File: config.mk
export PLATFORM = sky130hd
export DESIGN_NAME = cis_status_image
export DESIGN_NICKNAME = d
export VERILOG_FILES = /design/src/hw/cis_capture_count.v /design/src/hw/cis_status_image.v
export VERILOG_INCLUDE_DIRS = /design/src /design/src/hw
export SDC_FILE = /design/constraint.sdc
export NUM_CORES = 1
export LEC_CHECK = 0
export CORE_AREA = 10 10 108 72
export CTS_CLUSTER_DIAMETER = 50
export CTS_CLUSTER_SIZE = 28
export DETAILED_ROUTE_END_ITERATION = 8
export DIE_AREA = 0 0 118 82
export DONT_BUFFER_PORTS = 1
export GPL_TIMING_DRIVEN = 0
export PLACE_DENSITY = 0.84
export SETUP_SLACK_MARGIN = 0.15
export SYNTH_ARGS = -nofsm -noshare
export SYNTH_HDL_FRONTEND = slang
export SYNTH_SLANG_ARGS = --single-unit
export TNS_END_PERCENT = 30
File: constraint.sdc
create_clock -name core_clk -period 2.9 [get_ports core_clk]
set_input_delay 0.29 -clock core_clk [delete_from_list [all_inputs] [get_ports core_clk]]
set_output_delay 0.29 -clock core_clk [all_outputs]
set_load 0.1 [all_outputs]
File: src/hw/cis_defines.vh
// Constants for the cyclic status image: slot addresses, field positions,
// codes and reset values. Included by the status image module; the capture counter does not use it.
// What this block does
// - Drive state word bits 0-3 carry the binary operating state, 1..9.
// - State word bit 6 error class 1-3, bit 7 class 0, bit 8 halt.
// - State word bit 14 is 0 once mode starts, 1 once it ends; bit 13 info.
// - State word bit 15 shows whether an operating mode error is present.
// - Mode status bits 0-3 report the set mode: 1,2,3,4 or 7.
// - Mode status bit 5 follows validity of the position zero point.
// - Mode status bit 6 set when a toggled mode request is rejected.
// - Input byte bits 0-3 mirror logic inputs, bits 4-5 the safety channels.
// - Factory mapping: bit 0 positive limit, 1 negative, 2 free, 3 home.
// - Motion word bit 6 stationary, 7 moving positive, 8 moving negative.
// - Motion word bit 9 set while position deviation is inside its window.
// - Motion word bits 11-14: rest, slowing, speeding up, constant velocity.
// - Capture word bits 0-1 and 2-3 hold low counter bits of captures 1, 2.
// - First slot: state word, mode and input bytes; second: motion, capture.
// - A mode request counts only if its toggle bit changed since last time.
`ifndef CIS_DEFINES_VH
`define CIS_DEFINES_VH

// Parameter addresses of the two input slots, 6926 and 6928
`define CIS_SLOT0_ADDR 16'h1b0e
`define CIS_SLOT1_ADDR 16'h1b10

// Drive state word fields
`define CIS_DS_STATE_LSB 0
`define CIS_DS_ERROR_BIT 6
`define CIS_DS_WARN_BIT 7
`define CIS_DS_HALT_BIT 8
`define CIS_DS_INFO_BIT 13
`define CIS_DS_END_BIT 14
`define CIS_DS_MERR_BIT 15
`define CIS_STATE_MIN 4'h1
`define CIS_STATE_MAX 4'h9
`define CIS_STATE_RST 4'h1

// Mode status byte fields and mode codes
`define CIS_MS_MODE_LSB 0
`define CIS_MS_REF_BIT 5
`define CIS_MS_REJ_BIT 6
`define CIS_MS_TGL_BIT 7
`define CIS_MODE_JOG 4'h1
`define CIS_MODE_HOME 4'h2
`define CIS_MODE_PPOS 4'h3
`define CIS_MODE_PVEL 4'h4
`define CIS_MODE_SPD 4'h7
`define CIS_MODE_RST 4'h0

// Input state byte fields
`define CIS_IN_LOGIC_LSB 0
`define CIS_IN_SAFE_A_BIT 4
`define CIS_IN_SAFE_B_BIT 5

// Motion flags word fields
`define CIS_MF_STOP_BIT 6
`define CIS_MF_POS_BIT 7
`define CIS_MF_NEG_BIT 8
`define CIS_MF_WIN_BIT 9
`define CIS_MF_REST_BIT 11
`define CIS_MF_DEC_BIT 12
`define CIS_MF_ACC_BIT 13
`define CIS_MF_PROFILE_CONSTANT_VELOCITY_BIT 14

// Profile generator phase codes on the phase input
`define CIS_PH_REST 2'h0
`define CIS_PH_DEC 2'h1
`define CIS_PH_ACC 2'h2
`define CIS_PH_PROFILE_CONSTANT_VELOCITY 2'h3

// Capture count word fields
`define CIS_CC_CAP1_LSB 0
`define CIS_CC_CAP2_LSB 2

// Reset values of the image words
`define CIS_WORD_RST 16'h0000
`define CIS_BYTE_RST 8'h00

`endif

File: src/hw/cis_capture_count.v
// Two-bit event counter for one capture input.
// Assumes a one-cycle event pulse synchronous to core_clk.
`timescale 1ns/1ps
`default_nettype none
module cis_capture_count (
   input wire core_clk,
   input wire rst,
   input wire event_pulse,
   output reg [1:0] count_ff
);
   wire [1:0] nxt_count;

   // Wraps freely; only the low bits are ever reported
   assign nxt_count = event_pulse ? count_ff + 2'h1 : count_ff;

   always @(posedge core_clk or posedge rst) begin
      if (rst) begin
         count_ff <= 2'h0;
      end else begin
         count_ff <= nxt_count;
      end
   end
endmodule // cis_capture_count
`default_nettype wire

File: src/hw/cis_status_image.v
// Cyclic status image of the drive: collects drive, mode, input, motion
// and capture status into two 32-bit slots answered to scan reads.
// Assumes all status inputs are synchronous to core_clk and that the
// command side delivers one cmd_valid pulse per received output image.
`timescale 1ns/1ps
`include "cis_defines.vh"
`default_nettype none
module cis_status_image (
   input wire core_clk,
   input wire rst,
   // Scan read port
   input wire rd_req,
   input wire [15:0] rd_addr,
   output reg rd_valid_ff,
   output reg [31:0] rd_data_ff,
   output reg rd_err_ff,
   // Drive state machine
   input wire [3:0] drive_state,
   input wire error_active,
   input wire warn_active,
   input wire halt_active,
   input wire mode_specific_info,
   input wire mode_started,
   input wire mode_terminated,
   input wire mode_error,
   // Mode command byte from the output image
   input wire cmd_valid,
   input wire [7:0] cmd_mode_ctrl,
   // Mode request hand-off to the mode engine
   output reg mode_req_ff,
   output reg [7:0] mode_req_ctrl_ff,
   input wire mode_done,
   input wire mode_rejected,
   input wire ref_valid,
   // Pins and motion status
   input wire logic_input_1,
   input wire logic_input_2,
   input wire logic_input_3,
   input wire logic_input_4,
   input wire safety_input_a,
   input wire safety_input_b,
   input wire motor_zero_speed,
   input wire motor_dir_neg,
   input wire [15:0] pos_deviation,
   input wire [15:0] pos_window,
   input wire [1:0] profile_phase,
   input wire capture_1_event,
   input wire capture_2_event
);
   // Image registers
   reg [3:0] state_ff;
   reg error_ff;
   reg warn_ff;
   reg halt_ff;
   reg info_ff;
   reg mode_end_ff;
   reg mode_err_ff;
   reg [3:0] mode_ff;
   reg ref_ok_ff;
   reg request_rejected_ff;
   reg toggle_echo_ff;
   reg [5:0] inputs_ff;
   reg motor_stopped_ff;
   reg motor_moving_positive_ff;
   reg motor_moving_negative_ff;
   reg in_position_window_ff;
   reg [3:0] profile_ff;
   // Toggle tracking
   reg last_toggle_ff;
   reg pending_ff;
   reg pending_toggle_ff;
   reg [3:0] pending_mode_ff;

   wire [1:0] cap1_count;
   wire [1:0] cap2_count;
   wire [15:0] abs_dev;
   wire toggled;
   reg [15:0] drive_state_word;
   reg [7:0] mode_status_byte;
   reg [7:0] input_state_byte;
   reg [15:0] motion_flags_word;
   reg [15:0] capture_count_word;
   reg [3:0] nxt_state;
   reg [3:0] nxt_profile;
   reg nxt_mode_end;

   // One counter per capture input
   cis_capture_count u_cap1 (
      .core_clk(core_clk),
      .rst(rst),
      .event_pulse(capture_1_event),
      .count_ff(cap1_count)
   );

   cis_capture_count u_cap2 (
      .core_clk(core_clk),
      .rst(rst),
      .event_pulse(capture_2_event),
      .count_ff(cap2_count)
   );

   // Out-of-range state codes keep the last good value
   always @* begin
      nxt_state = state_ff;
      if (drive_state >= `CIS_STATE_MIN && drive_state <= `CIS_STATE_MAX) begin
         nxt_state = drive_state;
      end
   end

   // Terminated wins if both arrive together, the mode is then over;
   // between pulses the last reported phase of the mode is held
   always @* begin
      nxt_mode_end = mode_end_ff;
      if (mode_started) begin
         nxt_mode_end = 1'b0;
      end
      if (mode_terminated) begin
         nxt_mode_end = 1'b1;
      end
   end

   // Operating state code; out-of-range codes were filtered above
   always @(posedge core_clk or posedge rst) begin
      if (rst) begin
         state_ff <= `CIS_STATE_RST;
      end else begin
         state_ff <= nxt_state;
      end
   end

   // Error, halt and operating mode flags of the state word
   always @(posedge core_clk or posedge rst) begin
      if (rst) begin
         error_ff <= 1'b0;
         warn_ff <= 1'b0;
         halt_ff <= 1'b0;
         info_ff <= 1'b0;
         mode_end_ff <= 1'b0;
         mode_err_ff <= 1'b0;
      end else begin
         error_ff <= error_active;
         warn_ff <= warn_active;
         halt_ff <= halt_active;
         info_ff <= mode_specific_info;
         mode_end_ff <= nxt_mode_end;
         mode_err_ff <= mode_error;
      end
   end

   // A new request only when the toggle bit changed level
   assign toggled = cmd_valid && (cmd_mode_ctrl[`CIS_MS_TGL_BIT] !=
                    last_toggle_ff);

   // Toggle tracking and request hand-off. An all-zero byte is not
   // processed, but its toggle level is still remembered so the next
   // change is judged against what the master last sent.
   always @(posedge core_clk or posedge rst) begin
      if (rst) begin
         last_toggle_ff <= 1'b0;
         mode_req_ff <= 1'b0;
         mode_req_ctrl_ff <= `CIS_BYTE_RST;
         pending_ff <= 1'b0;
         pending_toggle_ff <= 1'b0;
         pending_mode_ff <= `CIS_MODE_RST;
      end else begin
         mode_req_ff <= 1'b0;
         if (cmd_valid) begin
            last_toggle_ff <= cmd_mode_ctrl[`CIS_MS_TGL_BIT];
         end
         if (toggled && cmd_mode_ctrl != `CIS_BYTE_RST) begin
            mode_req_ff <= 1'b1;
            mode_req_ctrl_ff <= cmd_mode_ctrl;
            pending_ff <= 1'b1;
            pending_toggle_ff <= cmd_mode_ctrl[`CIS_MS_TGL_BIT];
            pending_mode_ff <= cmd_mode_ctrl[3:0];
         end else if (mode_done) begin
            pending_ff <= 1'b0;
         end
      end
   end

   // Mode status: outcome of the last processed request. A reject in the
   // same cycle as an accept cannot happen; done carries both outcomes.
   // The reject flag stands until the next processed request, so a
   // master polling slowly still sees it before it toggles again.
   always @(posedge core_clk or posedge rst) begin
      if (rst) begin
         mode_ff <= `CIS_MODE_RST;
         ref_ok_ff <= 1'b0;
         request_rejected_ff <= 1'b0;
         toggle_echo_ff <= 1'b0;
      end else begin
         ref_ok_ff <= ref_valid;
         if (mode_done && pending_ff) begin
            toggle_echo_ff <= pending_toggle_ff;
            request_rejected_ff <= mode_rejected;
            if (!mode_rejected) begin
               mode_ff <= pending_mode_ff;
            end
         end
      end
   end

   // Magnitude of the signed deviation; the most negative value comes
   // out as 16'h8000, which is still exact when read as unsigned
   assign abs_dev = pos_deviation[15] ? (~pos_deviation + 16'h0001)
                    : pos_deviation;

   // Exactly one profile phase bit is set at a time
   always @* begin
      case (profile_phase)
         `CIS_PH_REST: nxt_profile = 4'h1;
         `CIS_PH_DEC: nxt_profile = 4'h2;
         `CIS_PH_ACC: nxt_profile = 4'h4;
         `CIS_PH_PROFILE_CONSTANT_VELOCITY: nxt_profile = 4'h8;
         default: nxt_profile = 4'h1;
      endcase
   end

   // Pin mirror; pins are taken as already clean and synchronous
   always @(posedge core_clk or posedge rst) begin
      if (rst) begin
         inputs_ff <= 6'h00;
      end else begin
         // Factory order: positive limit, negative limit, free, home
         inputs_ff <= {safety_input_b, safety_input_a, logic_input_4,
                       logic_input_3, logic_input_2,
                       logic_input_1};
      end
   end

   // Motion direction; reset reports standstill so that the three
   // flags are one-hot from the very first read after reset
   always @(posedge core_clk or posedge rst) begin
      if (rst) begin
         motor_stopped_ff <= 1'b1;
         motor_moving_positive_ff <= 1'b0;
         motor_moving_negative_ff <= 1'b0;
      end else begin
         motor_stopped_ff <= motor_zero_speed;
         motor_moving_positive_ff <= !motor_zero_speed &&
                                     !motor_dir_neg;
         motor_moving_negative_ff <= !motor_zero_speed &&
                                     motor_dir_neg;
      end
   end

   // Deviation window, inclusive at its edge
   always @(posedge core_clk or posedge rst) begin
      if (rst) begin
         in_position_window_ff <= 1'b0;
      end else begin
         in_position_window_ff <= (abs_dev <= pos_window);
      end
   end

   // Profile phase; reset reports the generator at rest, still one-hot
   always @(posedge core_clk or posedge rst) begin
      if (rst) begin
         profile_ff <= 4'h1;
      end else begin
         profile_ff <= nxt_profile;
      end
   end

   // Word assembly from the field positions; every bit not written
   // below keeps the zero default, which is what reserved bits read
   always @* begin
      drive_state_word = `CIS_WORD_RST;
      drive_state_word[`CIS_DS_STATE_LSB +: 4] = state_ff;
      drive_state_word[`CIS_DS_ERROR_BIT] = error_ff;
      drive_state_word[`CIS_DS_WARN_BIT] = warn_ff;
      drive_state_word[`CIS_DS_HALT_BIT] = halt_ff;
      drive_state_word[`CIS_DS_INFO_BIT] = info_ff;
      drive_state_word[`CIS_DS_END_BIT] = mode_end_ff;
      drive_state_word[`CIS_DS_MERR_BIT] = mode_err_ff;
   end

   // Mode status byte: set mode, zero point, outcome of last request
   always @* begin
      mode_status_byte = `CIS_BYTE_RST;
      mode_status_byte[`CIS_MS_MODE_LSB +: 4] = mode_ff;
      mode_status_byte[`CIS_MS_REF_BIT] = ref_ok_ff;
      mode_status_byte[`CIS_MS_REJ_BIT] = request_rejected_ff;
      mode_status_byte[`CIS_MS_TGL_BIT] = toggle_echo_ff;
   end

   // Input state byte: four logic inputs, then both safety channels
   always @* begin
      input_state_byte = `CIS_BYTE_RST;
      input_state_byte[`CIS_IN_LOGIC_LSB +: 4] = inputs_ff[3:0];
      input_state_byte[`CIS_IN_SAFE_A_BIT] = inputs_ff[4];
      input_state_byte[`CIS_IN_SAFE_B_BIT] = inputs_ff[5];
   end

   // Motion flags word: direction, window and profile phase
   always @* begin
      motion_flags_word = `CIS_WORD_RST;
      motion_flags_word[`CIS_MF_STOP_BIT] = motor_stopped_ff;
      motion_flags_word[`CIS_MF_POS_BIT] = motor_moving_positive_ff;
      motion_flags_word[`CIS_MF_NEG_BIT] = motor_moving_negative_ff;
      motion_flags_word[`CIS_MF_WIN_BIT] = in_position_window_ff;
      motion_flags_word[`CIS_MF_REST_BIT] = profile_ff[0];
      motion_flags_word[`CIS_MF_DEC_BIT] = profile_ff[1];
      motion_flags_word[`CIS_MF_ACC_BIT] = profile_ff[2];
      motion_flags_word[`CIS_MF_PROFILE_CONSTANT_VELOCITY_BIT] = profile_ff[3];
   end

   // Capture count word: low two bits of each event counter
   always @* begin
      capture_count_word = `CIS_WORD_RST;
      capture_count_word[`CIS_CC_CAP1_LSB +: 2] = cap1_count;
      capture_count_word[`CIS_CC_CAP2_LSB +: 2] = cap2_count;
   end

   // Read answer one cycle after the request; byte 0 is sent first so
   // it sits in the top byte, as the fieldbus is big-endian. Slot 0 is
   // state word, mode byte, input byte; slot 1 is motion word, then
   // capture word. Unmapped addresses answer zero data with the error
   // flag, so the master never mistakes a stale slot for a fresh one.
   always @(posedge core_clk or posedge rst) begin
      if (rst) begin
         rd_valid_ff <= 1'b0;
         rd_data_ff <= 32'h00000000;
         rd_err_ff <= 1'b0;
      end else begin
         rd_valid_ff <= rd_req;
         rd_err_ff <= 1'b0;
         if (rd_req) begin
            case (rd_addr)
               `CIS_SLOT0_ADDR: rd_data_ff <= {drive_state_word,
                  mode_status_byte, input_state_byte};
               `CIS_SLOT1_ADDR: rd_data_ff <= {motion_flags_word,
                  capture_count_word};
               default: begin
                  rd_data_ff <= 32'h00000000;
                  rd_err_ff <= 1'b1;
               end
            endcase
         end
      end
   end
endmodule // cis_status_image
`default_nettype wire

After elaboration in Yosys (flattened, before gate mapping)
Index checks and enable logic that the tools add are counted.
{"block": "totals", "reg_bits": 85, "out_inout_bits": 43}
{"block": "classes", "n_addsub": 3, "magnitude_cmp": 3, "eq_ne": 6, "muxes": 10, "bitwise": 2, "reduce_logical": 14}
{"operator": "$pmux W32 S2", "n": 1}
{"operator": "$eq A16 B13 Y1 const B", "n": 2}
{"operator": "$add A16 B1 Y16 const B", "n": 1}
{"operator": "$le A16 B16 Y1", "n": 1}
{"operator": "$mux W16", "n": 1}
{"operator": "$not A16 Y16", "n": 1}
{"operator": "$pmux W4 S4", "n": 1}
{"operator": "$reduce_bool A8 Y1", "n": 1}
{"operator": "$mux W1", "n": 7}
{"operator": "$logic_and A1 B1 Y1", "n": 6}
{"operator": "$add A2 B1 Y2 const B", "n": 2}
{"operator": "$eq A2 B2 Y1 const B", "n": 2}
{"operator": "$ge A4 B1 Y1 const B", "n": 1}
{"operator": "$le A4 B4 Y1 const B", "n": 1}
{"operator": "$reduce_bool A2 Y1", "n": 2}
{"operator": "$eq A2 B1 Y1 const B", "n": 1}
{"operator": "$logic_not A1 Y1", "n": 2}
{"operator": "$logic_not A2 Y1", "n": 1}
{"operator": "$reduce_and A2 Y1", "n": 1}
{"operator": "$reduce_or A2 Y1", "n": 1}
{"operator": "$ne A1 B1 Y1", "n": 1}
{"operator": "$not A1 Y1", "n": 1}

Depth between registers and ports, before layout
Gate-level depths: netlist (run 1).
{"block": "logic_depth", "word_depth": 4, "ltp_mapped": 11}

Cells and area by module
From an unflattened synthesis (run 1), not the netlist that was laid out.
{"block": "hier_totals", "hier_cells": 302, "area_unflattened_um2": 3465.8}
{"module": "cis_status_image", "n_inst": 1, "cells_each": 290, "area_per_inst_um2": 3315.7, "seq_area_each_um2": 1755.4}
{"module": "cis_capture_count", "n_inst": 2, "cells_each": 6, "area_per_inst_um2": 75.1, "seq_area_each_um2": 50.0}

Worst setup path before layout (run 1)
Ideal clock, no wire load.
{"block": "synth_timing", "path_type": "input-to-reg", "from": "input port pos_deviation[0]", "to": "register in_position_window_ff", "setup_ns": 0.124, "arrival_time_ns": 2.642, "required_time_ns": 2.776, "setup_slack_ns": 0.133, "cell_stages": 11, "path_buffers": 0, "cell_sequence": "inv_1 > ha_1 > or4b_4 > or3b_1 > o21ai_1 > xnor2_1 > ha_1 > nand4_1 > nor4_1 > a21boi_0 > o31ai_1"}
{"block": "synth_via", "elab_chain_cells": 4}
{"element": "from (decl)", "line_no": "cis_status_image.v:44", "text": "input wire [15:0] pos_deviation,"}
{"element": "$not A16 Y16", "line_no": "cis_status_image.v:206", "text": "assign abs_dev = pos_deviation[15] ? (~pos_deviation + 16'h0001)"}
{"element": "$add A16 B1 Y16", "line_no": "cis_status_image.v:206"}
{"element": "$mux W16 (*)", "line_no": "cis_status_image.v:206"}
{"element": "$le A16 B16 Y1 (*)", "line_no": "cis_status_image.v:253", "text": "in_position_window_ff <= (abs_dev <= pos_window);"}
{"element": "to (signal assigned)", "line_no": "cis_status_image.v:253"}
{"element": "to (decl)", "line_no": "cis_status_image.v:66", "text": "reg in_position_window_ff;"}
Every way passes the cells marked *; elsewhere a longest branch is shown, timed or not.
A chain may end at the register's enable or synchronous reset.

Final worst setup path (run 1)
Ends and elaborated chain as after synthesis.

==> key figures, run 1 <==
Clock tree
  • Clk buf depth: 2
  • Clock slew at reported path FFs: 80 ps
  • CTS H-tree depth: 3
  • CTS root buf: clkbuf_8
  • Worst skew pair latency: 330 ps
  • Num Clock Sinks: 74
  • Post-CTS Setup Bufs: 0
  • CTS tree: done
  • Cts bufs inserted: 9

Routing
  • Remaining DRCs: 0
  • Drt initial violations: 186
  • ANT nets after route: 0
  • Drt first pass iters: 4
  • Average vias per placed instance: 5.64
  • Final wirelength: 8010 um
  • Via count: 2350
  • Post-DR wirelength/cell: 19.2 um

Finish
  • Layout cells sized above 1: 0.159
  • ANT cells: 0
  • Most frequent cells in the layout: 71 x dfrtp_1, 22 x inv_1, 18 x dlygate4sd3_1, 17 x a22o_1, 17 x ha_1
  • Design area: 3980 um2
  • Commonest non-fill, non-tap cell in the layout: dfrtp_1
  • Utilization after layout: 0.681
  • Syn-to-layout area delta: 15.7%
  • Nets: 431

Critical path
  • Setup CP Type: in -> reg
  • Crit. Startpoint: pos_deviation[0]
  • FF-to-FF Start: last_toggle_ff$_DFFE_PP0P_
  • CP Depth: 11
  • CP cell instances: inv_1 > ha_1 > or4b_4 > or3b_4 > o21ai_1 > xnor2_1 > ha_1 > a21oi_1 > nand2_1 > a221o_1 > o31ai_2
  • Critical path endpoint category: register
  • Arrival @ worst endpoint: 2840 ps
  • CP top delay family: simple AND/OR/NAND/NOR gates
  • Slowest CP cell: or4b_4
  • Worst setup SP type: input port
  • WP buf/inv: 1
  • Reg2reg path depth: 3
  • Worst-path maximum fanout: 3
  • WP data required: 3140 ps
  • Worst path max stage delay: 480 ps
  • Cell mode on critical path: ha_1
  • Worst reg-to-reg setup slack: 1320 ps

Logic synthesis
  • Avg Synthesized Cell Area: 11.7 um2
  • Yosys reg bits: 74
  • Post-synth ARST share: 1.00
  • Ys Warns: 0
  • Mapped Cells: 294
  • Synth area leader: dfrtp_1
  • Synthesized cell area: 3440 um2
  • Share of the synthesized area in the top cell type: 0.517
  • Synth top area cells: dfrtp_1 52%, ha_1 6.2%, mux2_2 4.6%
  • Sequential share of the synthesized area: 0.540
  • Synth Flop Type: dfrtp_1
  • Number of synthesized flops with an enable pin: 0
  • Synth cell types: 45

Timing
  • Final WS setup: 302 ps
  • Fmax: 0.385 GHz
  • Tcrit/Tclk final: 0.896
  • Final setup violating endpoints: 0
  • Final Max Slew Viols: 0
  • Final hold vios: 0
  • RSZ-0062 raised after global routing: false
  • Worst slew pin tran: 964 ps
  • Tmin final: 2600 ps
  • Clk_skew: 6.72 ps
  • Slew Limit Headroom: 0.358

GRT
  • GRT Overall Usage: 0.165
  • Vias in the first global route: 2474
  • Largest net degree at the start of global routing: 75
  • First-pass GRT wire length: 12900 um
  • Met1 usage in global routing: 0.185
  • Met3 Resource Use GR: 0.0863
  • Total grt overflow: 0
  • Initial antenna violation count: 0
  • Gr busiest metal: met2
  • Met2 Use GR: 0.273

Run
  • MaxCap Viol Count: 0

Die
  • Die area: 9680 um2
  • Die height: 82 um
  • Top-level I/O count: 129
  • Row Count: 22
  • Starting Density: 0.589
  • Chip Width: 118 um
  • Core ar.: 5840 um2

Pwr
  • Pwr Density: 658 nW/um2
  • Max VDD drop: 0.321 mV
  • Share of total power in the clock network: 0.328
  • Switching share of power: 0.311
  • Seq pwr share: 0.542
  • Internal power: 1.80 mW
  • Net Sw Power: 0.814 mW
  • Logic pwr share: 0.131
  • Leak: 1.86 nW

Placement
  • IO buf count: 0
  • Area after DPL: 3570 um2
  • Placement Setup Slack: -57.6 ps
  • Dpl hpwl: 6260 um
  • Final RePlAce weighted congestion: 0.749

Run status
  • Status: completed

Hold path
  • Type of the tightest min-delay check: in -> async
-- cells in the mapped netlist, drive strengths merged, types with 3 or more instances --
library cell / instances
a21oi: 15
a221o: 10
a22o: 17
buf: 11
clkbuf: 5
dfrtp: 71
dfstp: 3
ha: 17
inv: 23
mux2: 14
nand2: 15
nand3: 3
nand4: 3
nor2: 7
nor2b: 13
nor3: 5
nor4: 3
o21ai: 8
o22ai: 3
o31ai: 4
xnor2: 15
-- logic make-up after synthesis --
logic type               count (synthesis)  share of synthesized area
buffers and inverters                   40                     0.0542
adder cells (fa/ha/maj)                 17                     0.0619
flip-flops                              74                      0.540
other                                    1                    0.00109
AO/OA/AOI/OAI                           64                      0.140
XOR/XNOR                                17                     0.0433
multiplexers                            14                     0.0459
AND/OR/NAND/NOR                         67                      0.114
-- per-layer routing --
metal	routed length (um)	up-vias
li1	-	1108
met4	89	0
met5	0	-
met2	3750	105
met1	3240	1125
met3	936	12
-- worst register-to-register path, delay by kind of cell (launching register included) --
kind / cells / cell delay, ps
AND/OR/NAND/NOR: 1 / 200
multiplexers: 1 / 410
AO/OA/AOI/OAI: 1 / 460
flip-flops: 1 / 400
-- sequential cells by signal, summed over array words and instances, names as in the netlist, 2 cells and up --
| register | flops |
|---|---|
| mode_ff | 4 |
| rd_data_ff | 26 |
| u_cap2.count_ff | 2 |
| profile_ff | 4 |
| mode_req_ctrl_ff | 8 |
| u_cap1.count_ff | 2 |
| inputs_ff | 6 |
| state_ff | 4 |
-- metrics by stage --
stage	setup TNS (ps)	total power, mW	instances	hold WS [ps]
2_1_floorplan	0	1.69	299	294
3_3_place_gp	-33.3	1.74	383	295
3_5_place_dp	-57.6	1.76	383	295
4_1_cts	0	2.64	416	1.82
5_1_grt	0	2.74	417	4.46
6_report	0	2.61	417	8.74
-- layout make-up --
type | count | area, um2
fill | 459 | 1860
clock inverter | 5 | 86.3
buffer | 16 | 96.3
clock buffer | 11 | 131
sequential | 74 | 1860
multi-input combinational | 185 | 1430
tap | 84 | 105
inverter | 24 | 92.6
timing repair buffer | 18 | 180
-- path summary, 6_finish.rpt --
path                                                   endpoint
worst max-delay path            in_position_window_ff$_DFF_PP0_
worst min-delay path                 rd_data_ff[13]$_DFFE_PP0P_
worst max register to register  mode_req_ctrl_ff[5]$_DFFE_PP0P_
worst min register to register       rd_data_ff[28]$_DFFE_PP0P_
max in group asynchronous            rd_data_ff[17]$_DFFE_PP0P_
min in group core_clk                   profile_ff[1]$_DFF_PP0_
-- power groups by stage --
stage / Sequential (mW) / Combinational (mW) / Clock (mW)
4_1_cts: 1.42 / 0.343 / 0.881
5_1_grt: 1.43 / 0.382 / 0.927
6_report: 1.42 / 0.342 / 0.857
3_5_place_dp: 1.44 / 0.322 / 0
3_3_place_gp: 1.43 / 0.309 / 0
2_1_floorplan: 1.41 / 0.282 / 0
-- repair_timing --
action / 4_1_cts / 5_1_grt
hold buffers: 17 / 1
resized for setup: 0 / 2
hold endpoints to repair: 17 / 1
endpoints found under the setup margin: 0 / 1
(Power assumes the default switching activity.)
==> inputs of run 2 (changes only) <==
Settings changed: ABC_AREA from default to 1, CORE_AREA 10 10 108 72 to 10 10 113 74, DIE_AREA 0 0 118 82 to 0 0 123 84.
==> key figures, run 2 <==
Placement
  • Placement Setup Slack: 725 ps (was -57.6 ps)
  • Dpl hpwl: 7130 um (was 6260 um)
  • Post-Place Cells: 546 (was 383)
  • IO buf count: 0 (unchanged)
  • Area after DPL: 3890 um2 (was 3570 um2)
  • Final RePlAce weighted congestion: 0.858 (was 0.749)

Critical path
  • Critical path endpoint category: register (unchanged)
  • Reg2reg path depth: 2 (was 3)
  • FF-to-FF Start: rd_data_ff[14]$_DFFE_PP0P_ (was last_toggle_ff$_DFFE_PP0P_)
  • WP data required: 3120 ps (was 3140 ps)
  • Worst-path maximum fanout: 5 (was 3)
  • Worst setup SP type: input port (unchanged)
  • Arrival @ worst endpoint: 2040 ps (was 2840 ps)
  • RR Endpoint: rd_data_ff[14]$_DFFE_PP0P_ (was mode_req_ctrl_ff[5]$_DFFE_PP0P_)
  • Worst reg-to-reg setup slack: 1570 ps (was 1320 ps)
  • Setup CP Type: in -> reg (unchanged)

Die
  • Die area: 10300 um2 (was 9680 um2)
  • Core ar.: 6420 um2 (was 5840 um2)
  • Chip Width: 123 um (was 118 um)
  • Top-level I/O count: 129 (unchanged)
  • Die height: 84 um (was 82 um)
  • Starting Density: 0.585 (was 0.589)
  • Row Count: 23 (was 22)

Pwr
  • Seq pwr share: 0.545 (was 0.542)
  • Pwr Density: 649 nW/um2 (was 658 nW/um2)
  • Net Sw Power: 0.977 mW (was 0.814 mW)
  • Switching share of power: 0.351 (was 0.311)
  • Logic pwr share: 0.139 (was 0.131)
  • Internal power: 1.80 mW (about the same)
  • Power Total: 2.78 mW (was 2.61 mW)
  • Share of total power in the clock network: 0.316 (was 0.328)
  • Max VDD drop: 0.354 mV (was 0.321 mV)
  • Leak: 2.31 nW (was 1.86 nW)

Timing
  • Hold slack: -1.05 ps (was 8.74 ps)
  • Setup TNS: 0 ps (unchanged)
  • Final hold vios: 2 (was 0)
  • Clk_skew: 11.2 ps (was 6.72 ps)
  • Final setup violating endpoints: 0 (unchanged)
  • Fmax: 0.548 GHz (was 0.385 GHz)
  • RSZ-0062 raised after global routing: false (unchanged)
  • Worst slew pin tran: 1000 ps (was 964 ps)
  • Final WS setup: 1080 ps (was 302 ps)
  • Tmin final: 1820 ps (was 2600 ps)
  • Tcrit/Tclk final: 0.629 (was 0.896)
  • Slew Limit Headroom: 0.332 (was 0.358)
  • Final Max Slew Viols: 0 (unchanged)

GRT
  • Vias in the first global route: 2941 (was 2474)
  • GRT Overall Usage: 0.174 (was 0.165)
  • Initial antenna violation count: 0 (unchanged)
  • First-pass GRT wire length: 14500 um (was 12900 um)
  • Total grt overflow: 0 (unchanged)
  • Largest net degree at the start of global routing: 75 (unchanged)

Clock tree
  • CTS H-tree depth: 3 (unchanged)
  • Cts bufs inserted: 9 (unchanged)
  • Num Clock Sinks: 74 (unchanged)
  • Worst skew pair latency: 330 ps (about the same)
  • Clk buf depth: 2 (unchanged)
  • CTS tree: done (unchanged)
  • CTS root buf: clkbuf_8 (unchanged)
  • Clock slew at reported path FFs: 80 ps (about the same)

Logic synthesis
  • Synth cell types: 33 (was 45)
  • Synth Flop Type: dfrtp_1 (unchanged)
  • Post-synth ARST share: 1.00 (unchanged)
  • Sequential share of the synthesized area: 0.494 (was 0.540)
  • Mapped Cells: 454 (was 294)
  • Number of synthesized flops with an enable pin: 0 (unchanged)
  • Avg Synthesized Cell Area: 8.28 um2 (was 11.7 um2)
  • Ys Warns: 0 (unchanged)
  • Synth top area cells: dfrtp_1 47%, nand2_1 15%, inv_1 5.9% (was dfrtp_1 52%, ha_1 6.2%, mux2_2 4.6%)
  • Share of the synthesized area in the top cell type: 0.473 (was 0.517)
  • Post-synth top cells: 151 x nand2_1, 71 x dfrtp_1, 59 x inv_1, 31 x nand3_1, 26 x nor2_1 (was 71 x dfrtp_1, 23 x inv_1, 17 x a22o_1, 17 x ha_1)
  • Synthesized cell area: 3760 um2 (was 3440 um2)
  • Synth area leader: dfrtp_1 (unchanged)
  • Yosys reg bits: 74 (unchanged)
  • Cell with the most instances after synthesis: nand2_1 (was dfrtp_1)

Finish
  • Largest register FFs: 26 (unchanged)
  • Utilization after layout: 0.667 (was 0.681)
  • Fill cells: 547 (was 459)
  • Layout cells sized above 1: 0.104 (was 0.159)
  • Commonest non-fill, non-tap cell in the layout: nand2_1 (was dfrtp_1)
  • Design area: 4280 um2 (was 3980 um2)
  • Most frequent cells in the layout: 151 x nand2_1, 71 x dfrtp_1, 58 x inv_1, 31 x nand3_1, 26 x nor2_1 (was 71 x dfrtp_1, 22 x inv_1, 18 x dlygate4sd3_1, 17 x a22o_1, 17 x ha_1)
  • Syn-to-layout area delta: 14.0% (was 15.7%)
  • Nets: 590 (was 431)
  • Finished Layout Cells: 579 (was 417)
  • Seq. cell area: 1860 um2 (unchanged)
  • Multi-input gate area: 1560 um2 (was 1430 um2)
  • Biggest regs: rd_data_ff: 26 flops, mode_req_ctrl_ff: 8 flops, inputs_ff: 6 flops (unchanged)
  • ANT cells: 0 (unchanged)
  • Biggest register: rd_data_ff (unchanged)

Routing
  • ANT nets after route: 0 (unchanged)
  • Average vias per placed instance: 5.11 (was 5.64)
  • Via count: 2956 (was 2350)
  • Post-DR wirelength/cell: 15.9 um (was 19.2 um)
  • Final wirelength: 9230 um (was 8010 um)
  • Remaining DRCs: 0 (unchanged)
  • Drt first pass iters: 5 (was 4)
  • Drt initial violations: 197 (was 186)

Hold path
  • Type of the tightest min-delay check: in -> async (unchanged)

Run status
  • Failing checks: negative hold slack
  • Status: finished, violations left (was completed)

Run
  • MaxCap Viol Count: 0 (unchanged)
## run 2: cell types whose count changed after synthesis, moves of 12 or more
| cell | previous run | this run |
|---|---|---|
| a22o_1 | 17 | 0 |
| inv_1 | 23 | 59 |
| mux2_2 | 14 | 1 |
| nand2_1 | 15 | 151 |
| nand3_1 | 3 | 31 |
| nor2_1 | 7 | 26 |
| nor2b_1 | 13 | 0 |
| xnor2_1 | 15 | 3 |
## run 2: worst max-delay path, stage by stage
cell and delay (ps):
inv_1 80, ha_1 170, nand3_1 110, nor2_1 190
nand3_1 110, nand2_2 130, nand2_1 70, nand2_1 60
nand2_1 50, ha_1 260, nand2_1 80, nor3_1 250
nand2_1 90, nand2_1 60, nand2_1 40
## run 2: routing by layer
layer	part of all wire	track usage	wire (um)	vias up
met3	0.12	0.0784	1080	6
met2	0.45	0.275	4170	122
met1	0.42	0.213	3910	1362
met5	0	0	0	-
met4	0.0068	0.0369	63	0
li1	-	-	-	1466
## run 2: area by class of cell
class	instances	area share
multi-input cells	308	0.364
repair buffers	17	0.0397
plain buffers	17	0.0321
flip-flops and latches	74	0.433
clock buffers	10	0.0321
well taps	87	0.0254
inverters	60	0.0532
clock inverters	6	0.0204
## run 2: cell families after synthesis
| family | Yosys count | share of synthesized area |
|---|---|---|
| compound gates | 47 | 0.0706 |
| xor+xnor | 14 | 0.0326 |
| fa+ha+maj | 17 | 0.0566 |
| buf+inv | 77 | 0.0966 |
| flops | 74 | 0.494 |
| mux | 1 | 0.00300 |
| other cells | 1 | 0.000998 |
| simple gates | 223 | 0.246 |
## run 2: power by group through the flow
stage | Sequential, mW | Combinational (mW) | Clock [mW]
floorplan | 1.50 | 0.311 | 0
global placement | 1.53 | 0.350 | 0
detailed placement | 1.54 | 0.368 | 0
CTS | 1.52 | 0.390 | 0.898
global route | 1.53 | 0.440 | 0.944
finish | 1.52 | 0.388 | 0.878
## run 2: worst max path at each step
| stage | cells after the start | slack, ps | startpoint | end |
|---|---|---|---|---|
| after floorplan | 1 | 730 | rst | error_ff$_DFF_PP0_ |
| after global placement | 1 | 40 | rst | rd_valid_ff$_DFF_PP0_ |
| after detailed placement | 15 | 720 | pos_deviation[0] | in_position_window_ff$_DFF_PP0_ |
| after CTS | 15 | 1080 | pos_deviation[0] | in_position_window_ff$_DFF_PP0_ |
| after global routing | 15 | 770 | pos_deviation[0] | in_position_window_ff$_DFF_PP0_ |
| final | 15 | 1080 | pos_deviation[0] | in_position_window_ff$_DFF_PP0_ |
## run 2: repair_timing
action / 4_1_cts / 5_1_grt
gates resized for setup: 0 / 0
setup buffers: 0 / 0
hold buffers: 17 / 0
hold endpoints to repair: 17 / 0
